--- src/inc/plt_pkg.sv ---
package plt_pkg;

    // ------------------------------------------------------------
    // clocking and timing
    // ------------------------------------------------------------
    localparam int CLK_HZ = 25_000_000;
    localparam int REF_HZ = 4_000_000;
    // one sample lag step is one reference half period
    localparam int LAG_STEP_NS = 125;
    localparam int REF_HALF_NS = 1_000_000_000 / (2 * REF_HZ);

    // ------------------------------------------------------------
    // register addresses
    // ------------------------------------------------------------
    localparam logic [7:0] ADDR_LED_PULSE_DIVIDER = 8'h0d;
    localparam logic [7:0] ADDR_RECEIVER_SAMPLE_LAG = 8'h0e;
    localparam logic [7:0] ADDR_LIGHT_ENABLE = 8'h27;
    localparam logic [7:0] ADDR_PROX_MSB = 8'h41;
    localparam logic [7:0] ADDR_PROX_LSB = 8'h42;
    localparam logic [7:0] ADDR_FILT_MSB = 8'h43;
    localparam logic [7:0] ADDR_FILT_LSB = 8'h44;
    localparam logic [7:0] ADDR_UNFILT_MSB = 8'h45;
    localparam logic [7:0] ADDR_UNFILT_LSB = 8'h46;

    // ------------------------------------------------------------
    // reset values and field positions
    // ------------------------------------------------------------
    localparam logic [7:0] RST_LED_PULSE_DIVIDER = 8'h10;
    localparam logic [7:0] RST_RECEIVER_SAMPLE_LAG = 8'h05;
    localparam logic [1:0] RST_LIGHT_ENABLE = 2'h0;
    localparam int LIGHT_EN_FILT_BIT = 0;
    localparam int LIGHT_EN_UNFILT_BIT = 1;
    localparam int LAG_CODE_W = 5;
    localparam int PROX_W = 12;
    localparam int LIGHT_W = 16;

    // ------------------------------------------------------------
    // carriers
    // ------------------------------------------------------------
    typedef struct packed {
        logic wr;
        logic rd;
        logic [7:0] addr;
        logic [7:0] wdata;
    } plt_reg_req_t;

    typedef struct packed {
        logic done;
        logic [15:0] value;
    } plt_conv_t;

endpackage

--- src/verilog/plt_core.sv ---
// Overview of operation
// - led pulse rate is the 4 MHz reference divided by led_pulse_divider
// - led_pulse_divider resets to sixteen, giving 250 KHz
// - lag codes 0 and 1 no delay; 2..31 delay (code-1)*125 ns
// - receiver_sample_lag resets to five, a 500 ns delay
// - proximity result is a 12-bit unsigned value
// - finished proximity conversion is stored in the proximity result
// - each light channel gives a 16-bit unsigned count
// - filtered and unfiltered counts sit in separate readable results
// - filtered and unfiltered channels enable independently
// - a disabled light channel is held powered down
// - proximity result msb at 0x41, lsb at 0x42, read-only
module plt_core (
    // clock and reset
    input wire logic i_mclk,
    input wire logic i_reset_n,
    // reference half-period strobe, 8 MHz rate
    input wire logic i_ref_half_tick,
    // register port from the serial engine
    input wire plt_pkg::plt_reg_req_t i_reg,
    output logic [7:0] o_reg_rdata,
    output logic o_reg_rvalid,
    // converter results
    input wire plt_pkg::plt_conv_t i_prox_conv,
    input wire plt_pkg::plt_conv_t i_filt_conv,
    input wire plt_pkg::plt_conv_t i_unfilt_conv,
    // led and receiver timing
    output logic o_led_drive,
    output logic o_rx_sample,
    // light channel power control
    output logic o_filt_power_down,
    output logic o_unfilt_power_down
);
    import plt_pkg::*;

    // ------------------------------------------------------------
    // register state
    // ------------------------------------------------------------
    logic [7:0] div_r, div_nxt;
    logic [7:0] lag_r, lag_nxt;
    logic [1:0] light_en_r, light_en_nxt;
    logic [PROX_W-1:0] prox_r, prox_nxt;
    logic [LIGHT_W-1:0] filt_r, filt_nxt;
    logic [LIGHT_W-1:0] unfilt_r, unfilt_nxt;
    logic [7:0] rdata_r, rdata_nxt;
    logic rvalid_r, rvalid_nxt;
    // low byte frozen when the matching high byte is read
    logic [7:0] prox_lo_hold_r, prox_lo_hold_nxt;
    logic [7:0] filt_lo_hold_r, filt_lo_hold_nxt;
    logic [7:0] unfilt_lo_hold_r, unfilt_lo_hold_nxt;
    logic [2:0] hold_vld_r, hold_vld_nxt;

    logic filt_en;
    logic unfilt_en;

    // ------------------------------------------------------------
    // helpers
    // ------------------------------------------------------------
    function automatic logic wr_hit(input plt_reg_req_t req,
                                    input logic [7:0] addr);
        return req.wr && (req.addr == addr);
    endfunction

    function automatic logic rd_hit(input plt_reg_req_t req,
                                    input logic [7:0] addr);
        return req.rd && (req.addr == addr);
    endfunction

    assign filt_en = light_en_r[LIGHT_EN_FILT_BIT];
    assign unfilt_en = light_en_r[LIGHT_EN_UNFILT_BIT];

    // ------------------------------------------------------------
    // control registers
    // ------------------------------------------------------------
    always_comb begin
        div_nxt = div_r;
        lag_nxt = lag_r;
        light_en_nxt = light_en_r;
        // settings are taken as written; out-of-range values are
        // the host's to avoid, not refused here
        // no range check
        if (wr_hit(i_reg, ADDR_LED_PULSE_DIVIDER)) begin
            div_nxt = i_reg.wdata;
        end
        if (wr_hit(i_reg, ADDR_RECEIVER_SAMPLE_LAG)) begin
            lag_nxt = i_reg.wdata;
        end
        if (wr_hit(i_reg, ADDR_LIGHT_ENABLE)) begin
            light_en_nxt = i_reg.wdata[1:0];
        end
    end

    always_ff @(posedge i_mclk or negedge i_reset_n) begin
        if (!i_reset_n) begin
            div_r <= RST_LED_PULSE_DIVIDER;
            lag_r <= RST_RECEIVER_SAMPLE_LAG;
            light_en_r <= RST_LIGHT_ENABLE;
        end else begin
            div_r <= div_nxt;
            lag_r <= lag_nxt;
            light_en_r <= light_en_nxt;
        end
    end

    // ------------------------------------------------------------
    // result capture
    // ------------------------------------------------------------
    always_comb begin
        prox_nxt = prox_r;
        filt_nxt = filt_r;
        unfilt_nxt = unfilt_r;
        if (i_prox_conv.done) begin
            prox_nxt = i_prox_conv.value[PROX_W-1:0];
        end
        // sixteen bit counts
        // a powered-down channel keeps its last count
        if (i_filt_conv.done && filt_en) begin
            filt_nxt = i_filt_conv.value;
        end
        if (i_unfilt_conv.done && unfilt_en) begin
            unfilt_nxt = i_unfilt_conv.value;
        end
    end

    always_ff @(posedge i_mclk or negedge i_reset_n) begin
        if (!i_reset_n) begin
            prox_r <= '0;
            filt_r <= '0;
            unfilt_r <= '0;
        end else begin
            prox_r <= prox_nxt;
            filt_r <= filt_nxt;
            unfilt_r <= unfilt_nxt;
        end
    end

    // ------------------------------------------------------------
    // read path
    // ------------------------------------------------------------
    // reading a high byte freezes its low byte, so a result that
    // updates between the two reads cannot tear the pair
    always_comb begin
        rdata_nxt = rdata_r;
        rvalid_nxt = 1'b0;
        prox_lo_hold_nxt = prox_lo_hold_r;
        filt_lo_hold_nxt = filt_lo_hold_r;
        unfilt_lo_hold_nxt = unfilt_lo_hold_r;
        hold_vld_nxt = hold_vld_r;
        if (i_reg.rd) begin
            rvalid_nxt = 1'b1;
            case (i_reg.addr)
                ADDR_LED_PULSE_DIVIDER: begin
                    rdata_nxt = div_r;
                end
                ADDR_RECEIVER_SAMPLE_LAG: begin
                    rdata_nxt = lag_r;
                end
                ADDR_LIGHT_ENABLE: begin
                    rdata_nxt = {6'h00, light_en_r};
                end
                ADDR_PROX_MSB: begin
                    rdata_nxt = {4'h0, prox_r[11:8]};
                    prox_lo_hold_nxt = prox_r[7:0];
                    hold_vld_nxt[0] = 1'b1;
                end
                ADDR_PROX_LSB: begin
                    rdata_nxt = hold_vld_r[0] ? prox_lo_hold_r
                                              : prox_r[7:0];
                    hold_vld_nxt[0] = 1'b0;
                end
                ADDR_FILT_MSB: begin
                    rdata_nxt = filt_r[15:8];
                    filt_lo_hold_nxt = filt_r[7:0];
                    hold_vld_nxt[1] = 1'b1;
                end
                ADDR_FILT_LSB: begin
                    rdata_nxt = hold_vld_r[1] ? filt_lo_hold_r
                                              : filt_r[7:0];
                    hold_vld_nxt[1] = 1'b0;
                end
                ADDR_UNFILT_MSB: begin
                    rdata_nxt = unfilt_r[15:8];
                    unfilt_lo_hold_nxt = unfilt_r[7:0];
                    hold_vld_nxt[2] = 1'b1;
                end
                ADDR_UNFILT_LSB: begin
                    rdata_nxt = hold_vld_r[2] ? unfilt_lo_hold_r
                                              : unfilt_r[7:0];
                    hold_vld_nxt[2] = 1'b0;
                end
                default: begin
                    rdata_nxt = 8'h00;
                end
            endcase
        end
    end

    always_ff @(posedge i_mclk or negedge i_reset_n) begin
        if (!i_reset_n) begin
            rdata_r <= 8'h00;
            rvalid_r <= 1'b0;
            prox_lo_hold_r <= 8'h00;
            filt_lo_hold_r <= 8'h00;
            unfilt_lo_hold_r <= 8'h00;
            hold_vld_r <= 3'h0;
        end else begin
            rdata_r <= rdata_nxt;
            rvalid_r <= rvalid_nxt;
            prox_lo_hold_r <= prox_lo_hold_nxt;
            filt_lo_hold_r <= filt_lo_hold_nxt;
            unfilt_lo_hold_r <= unfilt_lo_hold_nxt;
            hold_vld_r <= hold_vld_nxt;
        end
    end

    assign o_reg_rdata = rdata_r;
    assign o_reg_rvalid = rvalid_r;

    // ------------------------------------------------------------
    // led and receiver timing
    // ------------------------------------------------------------
    // led pulse and sample strobe generator
    plt_pulse_gen u_pulse (
        .i_mclk(i_mclk),
        .i_reset_n(i_reset_n),
        .i_half_tick(i_ref_half_tick),
        .i_divider(div_r),
        .i_lag_code(lag_r),
        .o_led(o_led_drive),
        .o_sample(o_rx_sample)
    );

    // ------------------------------------------------------------
    // light channel power
    // ------------------------------------------------------------
    // disabled channel powered down
    assign o_filt_power_down = ~filt_en;
    assign o_unfilt_power_down = ~unfilt_en;
endmodule

--- src/verilog/plt_pulse_gen.sv ---
module plt_pulse_gen (
    // clock and reset
    input wire logic i_mclk,
    input wire logic i_reset_n,
    // reference half-period strobe
    input wire logic i_half_tick,
    // settings
    input wire logic [7:0] i_divider,
    input wire logic [7:0] i_lag_code,
    // outputs
    output logic o_led,
    output logic o_sample
);
    import plt_pkg::*;

    // ------------------------------------------------------------
    // period counter in half-period steps
    // ------------------------------------------------------------
    logic [8:0] cnt_r, cnt_nxt;
    logic led_r, led_nxt;
    logic smp_r, smp_nxt;
    logic [7:0] div_eff;
    logic [8:0] period;
    logic [8:0] lag_eff;

    always_comb begin
        // divider of zero would stall the led; run it as one
        div_eff = (i_divider == 8'h00) ? 8'h01 : i_divider;
        period = {div_eff, 1'b0};
        if (i_lag_code[LAG_CODE_W-1:0] <= 5'h01) begin
            lag_eff = 9'h000;
        end else begin
            lag_eff = {4'h0, i_lag_code[LAG_CODE_W-1:0] - 5'h01};
        end
        cnt_nxt = cnt_r;
        led_nxt = led_r;
        smp_nxt = 1'b0;
        if (i_half_tick) begin
            if (cnt_r >= period - 9'h001) begin
                cnt_nxt = 9'h000;
            end else begin
                cnt_nxt = cnt_r + 9'h001;
            end
            led_nxt = (cnt_nxt < {1'b0, div_eff});
            smp_nxt = (cnt_nxt == lag_eff);
        end
    end

    always_ff @(posedge i_mclk or negedge i_reset_n) begin
        if (!i_reset_n) begin
            cnt_r <= 9'h1ff;
            led_r <= 1'b0;
            smp_r <= 1'b0;
        end else begin
            cnt_r <= cnt_nxt;
            led_r <= led_nxt;
            smp_r <= smp_nxt;
        end
    end

    assign o_led = led_r;
    assign o_sample = smp_r;
endmodule
--- config.mk ---
export PLATFORM = sky130hd
export DESIGN_NAME = plt_core
export DESIGN_NICKNAME = d
export VERILOG_FILES = /design/src/inc/plt_pkg.sv /design/src/verilog/plt_core.sv /design/src/verilog/plt_pulse_gen.sv
export SDC_FILE = /design/constraint.sdc
export NUM_CORES = 1
export LEC_CHECK = 0
export BUFFER_PORTS_ARGS = -buffer_cell sky130_fd_sc_hd__buf_2
export CAP_MARGIN = 20
export CORE_MARGIN = 2
export CORE_UTILIZATION = 55
export CTS_CLUSTER_DIAMETER = 150
export CTS_CLUSTER_SIZE = 10
export DETAILED_ROUTE_END_ITERATION = 16
export PLACE_DENSITY_LB_ADDON = 0.2
export SLEW_MARGIN = 20
export SYNTH_ARGS = -nofsm -noshare
export SYNTH_HDL_FRONTEND = slang
export SYNTH_HIERARCHICAL = 1
export SYNTH_SLANG_ARGS = --single-unit
--- constraint.sdc ---
create_clock -name i_mclk -period 5.3 [get_ports i_mclk]
set_input_delay 1.06 -clock i_mclk [delete_from_list [all_inputs] [get_ports i_mclk]]
set_output_delay 1.06 -clock i_mclk [all_outputs]
set_load 0.005 [all_outputs]
=== After elaboration in Yosys (flattened, before gate mapping) ===
Cells that the tools add are included.

* Word-level logic and storage cells: 63
* Flip-flop bits (word level): 109
* Output and inout port bits: 13

* Reduce and logical (&&, ||, !) cells: 15
* Bitwise logic cells: 2
* Add/subtract/negate cells: 3
* Magnitude comparators: 3
* Equality and inequality tests: 10
* Multiplexer cells: 13

{| class="wikitable"
|+ Operator list
! kind !! count
|-
| $pmux W8 S9 || 1
|-
| $eq A8 B7 Y1 const B || 6
|-
| $mux W8 || 4
|-
| $mux W9 || 2
|-
| $eq A8 B4 Y1 const B || 2
|-
| $reduce_and A2 Y1 || 6
|-
| $add A9 B1 Y9 const B || 1
|-
| $eq A9 B5 Y1 || 1
|-
| $ge A9 B9 Y1 || 1
|-
| $lt A9 B8 Y1 || 1
|-
| $sub A9 B1 Y9 const B || 1
|-
| $eq A8 B6 Y1 const B || 1
|-
| $logic_not A8 Y1 || 1
|-
| $pmux W1 S2 || 3
|-
| $reduce_bool A2 Y1 || 3
|-
| $le A5 B1 Y1 const B || 1
|-
| $logic_and A1 B1 Y1 || 5
|-
| $mux W5 || 1
|-
| $sub A5 B1 Y5 const B || 1
|-
| $mux W1 || 2
|-
| $not A1 Y1 || 2
|}

=== Logic depth before layout (Yosys ltp) ===
* Depth after elaboration: 8
* Gate-level depth with buffers: 19
* Gate-level depth less buffers: 18

=== By module ===
Netlist, hierarchy kept.

{| class="wikitable"
|+ Modules (own cells, without submodules)
! module !! area an instance (um2) !! cells an instance !! times used
|-
| plt_core || 4663.2 || 360 || 1
|-
| plt_pulse_gen || 1351.3 || 158 || 1
|}

=== Least setup slack after synthesis ===
Ideal clock, no wire load.

* Kind: flip-flop to flip-flop
* Start point: reg div_r[3]
* End point: reg u_pulse.led_r, in the netlist u_pulse/o_led
* Stages on the path, launching flop included: 19
* Slack: 1.513 ns
* Data required time: 5.213 ns
* Data arrival time: 3.700 ns
* Period minus slack after synthesis: 3.787 ns
* Cell sequence: dfrtp_1 -> or4_4 -> o41ai_4 -> inv_1 -> ha_1 -> nand2_1 -> nor3_1 -> xnor2_1 -> ha_1 -> a41o_1 -> a21oi_1 -> o21ai_1 -> nor2_1 -> ha_1 -> a211oi_1 -> o21ai_2 -> a21oi_2 -> nor4_1 -> a211oi_2

* Word-level cells in the longest chain between the ends: 7

{| class="wikitable"
|+ Ends and longest elaborated chain
! what !! line !! RTL
|-
| from (decl) || plt_core.sv:39 || <nowiki>logic [7:0] div_r, div_nxt;</nowiki>
|-
| from (signal assigned) || plt_core.sv:99 || <nowiki>div_r <= div_nxt;</nowiki>
|-
| $logic_not A8 Y1 || plt_pulse_gen.sv:28 || <nowiki>div_eff = (i_divider == 8'h00) ? 8'h01 : i_divider;</nowiki>
|-
| $mux W8 * || plt_pulse_gen.sv:28 ||
|-
| $sub A9 B1 Y9 || plt_pulse_gen.sv:39 || <nowiki>if (cnt_r >= period - 9'h001) begin</nowiki>
|-
| $ge A9 B9 Y1 || plt_pulse_gen.sv:39 ||
|-
| $mux W9 || plt_pulse_gen.sv:39 ||
|-
| $mux W9 || plt_pulse_gen.sv:38 || <nowiki>if (i_half_tick) begin</nowiki>
|-
| $lt A9 B8 Y1 * || plt_pulse_gen.sv:44 || <nowiki>led_nxt = (cnt_nxt < {1'b0, div_eff});</nowiki>
|-
| to (signal assigned) || plt_pulse_gen.sv:56 || <nowiki>led_r <= led_nxt;</nowiki>
|-
| to (decl) || plt_pulse_gen.sv:20 || <nowiki>logic led_r, led_nxt;</nowiki>
|}

Mark *: on every way between the ends. The rest lies on a longest branch, timed or not. The select of a mux whose other input is x is not followed.
A chain may end at the register's enable or synchronous reset.

=== Worst setup path after layout ===
Same ends and word-level chain as after synthesis.

==> impl_metrics.py <==
metrics = {
    "run_status": {
        "status": "complete, no violations",
    },
    "worst_setup_path": {
        "worstSetupPathType": "reg2reg",
        "crit_path_start_kind": "flip-flop",
        "reg2reg_to": "u_pulse/o_led",
        "critical_path_required_ns": 5.57,
        "worst_path_most_repeated_cell": "ha_1",
        "critPathArrivalTime_ns": 4.75,
        "crit_slowest_cell": "o21ai_1",
        "end_kind": "flip-flop",
        "ff2ff_setup_slack_ns": 0.82,
        "cp_max_fo": 10,
        "reg2reg_from": "div_r[3]",
        "r2r_cells": 17,
        "cp_cell_sequence": "or4_4, o41ai_4, inv_1, ha_1, nand2_1, nor3_1, xnor2_1, ha_1, nand4_1, o21ai_1, nor2_1, ha_1, inv_1, o22ai_1, a21oi_2, nor4_1, a211oi_2",
        "critPathMaxStageDelay_ns": 0.59,
    },
    "clocking": {
        "clock_latency_ns": 0.40,
        "cts_setup_buffers": 0,
        "cts.sinks": 109,
        "cts_tree": "done",
        "cts_hold_buffers": 0,
        "htree_levels": 3,
        "cts_buffer_depth": 2,
        "cts-root-buf": "clkbuf_8",
        "clk_pin_slew_ns": 0.10,
        "cts.repair.resized": 0,
        "cts_buffers": 9,
    },
    "drt": {
        "ant_nets": 0,
        "wl_per_cell_um": 18.9,
        "drt_pre_antenna_iters": 5,
        "drc_errors": 0,
        "drt_iter0_markers": 308,
        "vias_per_cell": 5.95,
        "wirelength_um": 13800,
        "num_vias": 4349,
    },
    "cells_and_area": {
        "final_cell_mix": "106 x mux2_2, 97 x dfrtp_1, 79 x buf_2, 28 x nand2_1, 25 x inv_1",
        "drive_gt1_share_pct": 39.4,
        "fin_cells": 731,
        "area_growth_pct": 11.2,
        "diodes": 0,
        "nNetsFinal": 676,
        "final_common_cell": "mux2_2",
    },
    "synth": {
        "synth_area_leaders": "dfrtp_1 40%, mux2_2 20%, dfstp_2 5.2%",
        "async_reset_ff_share_pct": 100,
        "yosys.area.top_type": "dfrtp_1",
        "ys_seq_area_share_pct": 45.6,
        "synthDistinctLibCells": 74,
        "synth_cells": 518,
        "ys.flop_type": "dfrtp_1",
        "netlist_area_um2": 6010,
        "yosysWarnings": 6,
        "ys_seq_elements": 109,
        "synth_edf_count": 0,
        "syn_area_per_cell_um2": 11.6,
        "netlist.area_leader.share_pct": 40.4,
        "synthesis.nets": 608,
    },
    "floorplan": {
        "core-area_um2": 10700,
        "num_rows": 38,
        "initial_core_util_pct": 56.0,
        "die_h_um": 109,
        "ios": 85,
        "die-area_um2": 11800,
        "die_x_um": 109,
    },
    "sta": {
        "finalCriticalPeriod_ns": 4.48,
        "slew_viol_final": 0,
        "clock_skew_ns": 0.0183,
        "setup_viol": 0,
        "max-slew-margin-rel_pct": 39.8,
        "hold_ws_ns": 0.512,
        "hold_viol": 0,
        "finalCritPeriodShare_pct": 84.5,
        "worstMarginPinSlew_ns": 0.901,
        "fmax_mhz": 223,
        "rsz0062_at_grt": "false",
        "finalSetupTns_ns": 0,
    },
    "power": {
        "ir_drop_mv": 0.219,
        "power_uw": 2220,
        "power_density_nw_per_um2": 332,
        "p_leak_uw": 0.00311,
    },
    "global_route": {
        "grt_max_degree": 68,
        "grt_pass1_vias": 4401,
        "overflow": 0,
        "grt_pass1_wl_um": 22600,
        "grt_usage_pct": 25.2,
        "antenna_found_initial": 0,
    },
    "placement": {
        "gp_congestion": 0.847,
        "dp.cells": 715,
        "numPortBuffers": 80,
        "dp_hpwl_um": 10200,
    },
    "worst_hold_path": {
        "hold_path.class": "reg2reg",
        "holdPathEnd": "unfilt_lo_hold_r[1]",
        "holdPathStages": 1,
        "hold_start": "unfilt_lo_hold_r[1]",
    },
    "flow_run": {
        "drv_cap": 0,
    },
}
==> critical path: cells and delay by family, from the launching register on <==
kind,cells,cell delay (ns)
flops,1,0.48
xor+xnor,1,0.14
compound gates,5,1.31
fa+ha+maj,3,0.85
simple gates,6,1.41
buf+inv,2,0.15
==> cell families after synthesis <==
| kind of cell | synth area share (%) |
|---|---|
| fa+ha+maj | 3.74 |
| compound gates | 12.6 |
| simple gates | 10.5 |
| buf+inv | 3.72 |
| mux | 22.0 |
| flops | 45.6 |
| xor+xnor | 1.89 |
==> synth_stat cells, types with 4 or more instances <==
library cell and instances:
xnor2_1 9, nor4_1 4, dfstp_2 12, nand2b_1 4
nor3_1 9, mux2i_1 13, o21ai_0 15, nand3_1 11
o22ai_1 10, dfrtp_1 97, xor2_1 4, clkbuf_1 8
a211oi_1 10, nor2_1 14, a21oi_1 9, nand2_1 28
ha_1 18, mux2_2 106, a22oi_1 9, and3_1 4
buf_2 8, inv_1 25, nor2b_1 10, a31oi_1 7
==> how the worst max path moves through the flow <==
stage                   from             to  slack, ns  depth (start not counted)
finish              div_r[3]  u_pulse/o_led       0.82                         17
detailed placement  div_r[3]  u_pulse/o_led       0.84                         17
CTS                 div_r[3]  u_pulse/o_led       0.82                         17
global route        div_r[3]  u_pulse/o_led       0.49                         17
floorplan           div_r[3]  u_pulse/o_led       1.51                         18
global placement    div_r[3]  u_pulse/o_led       0.94                         17
==> report_power, final <==
group | switching, uW | leakage [uW] | total, uW | internal (uW)
combinational | 319 | 0.00161 | 621 | 302
sequential | 107 | 0.00140 | 1070 | 960
clock | 294 | 0.000102 | 532 | 237
total | 721 | 0.00311 | 2220 | 1500
==> sequential cells by signal, indices dropped and copies added (netlist names), 2 cells and up <==
name              count
unfilt_r             16
lag_r                 8
unfilt_lo_hold_r      8
u_pulse/cnt_r         9
filt_r               16
filt_lo_hold_r        8
light_en_r            2
prox_r               12
prox_lo_hold_r        8
o_reg_rdata           8
div_r                 8
hold_vld_r            3
==> metrics by stage <==
stage	instance area (um^2)	setup WS, ns	util [%]
finish	6690	0.819	62.2
global route	6690	0.494	62.2
CTS	6690	0.824	62.2
detailed placement	6480	0.839	60.3
global placement	6480	0.937	60.3
floorplan	6010	1.51	-
==> area by class of cell <==
| class | count | area [um^2] |
|---|---|---|
| well taps | 140 | 175 |
| multi-input cells | 359 | 3050 |
| clock inverters | 5 | 66.3 |
| clock buffers | 11 | 141 |
| fillers | 927 | 4060 |
| repair buffers | 82 | 418 |
| inverters | 25 | 93.8 |
| flip-flops and latches | 109 | 2740 |
==> routing by layer <==
layer	share of wire [%]	vias to the layer above	wire length, um	track usage [%]
li1	-	2055	-	-
met1	44	2147	6060	33.6
met2	49	121	6820	40.9
met3	4.3	26	598	5.06
met4	2.5	0	347	9.34
met5	0	-	0	0
No activity file was read; power rests on OpenSTA's default activity.
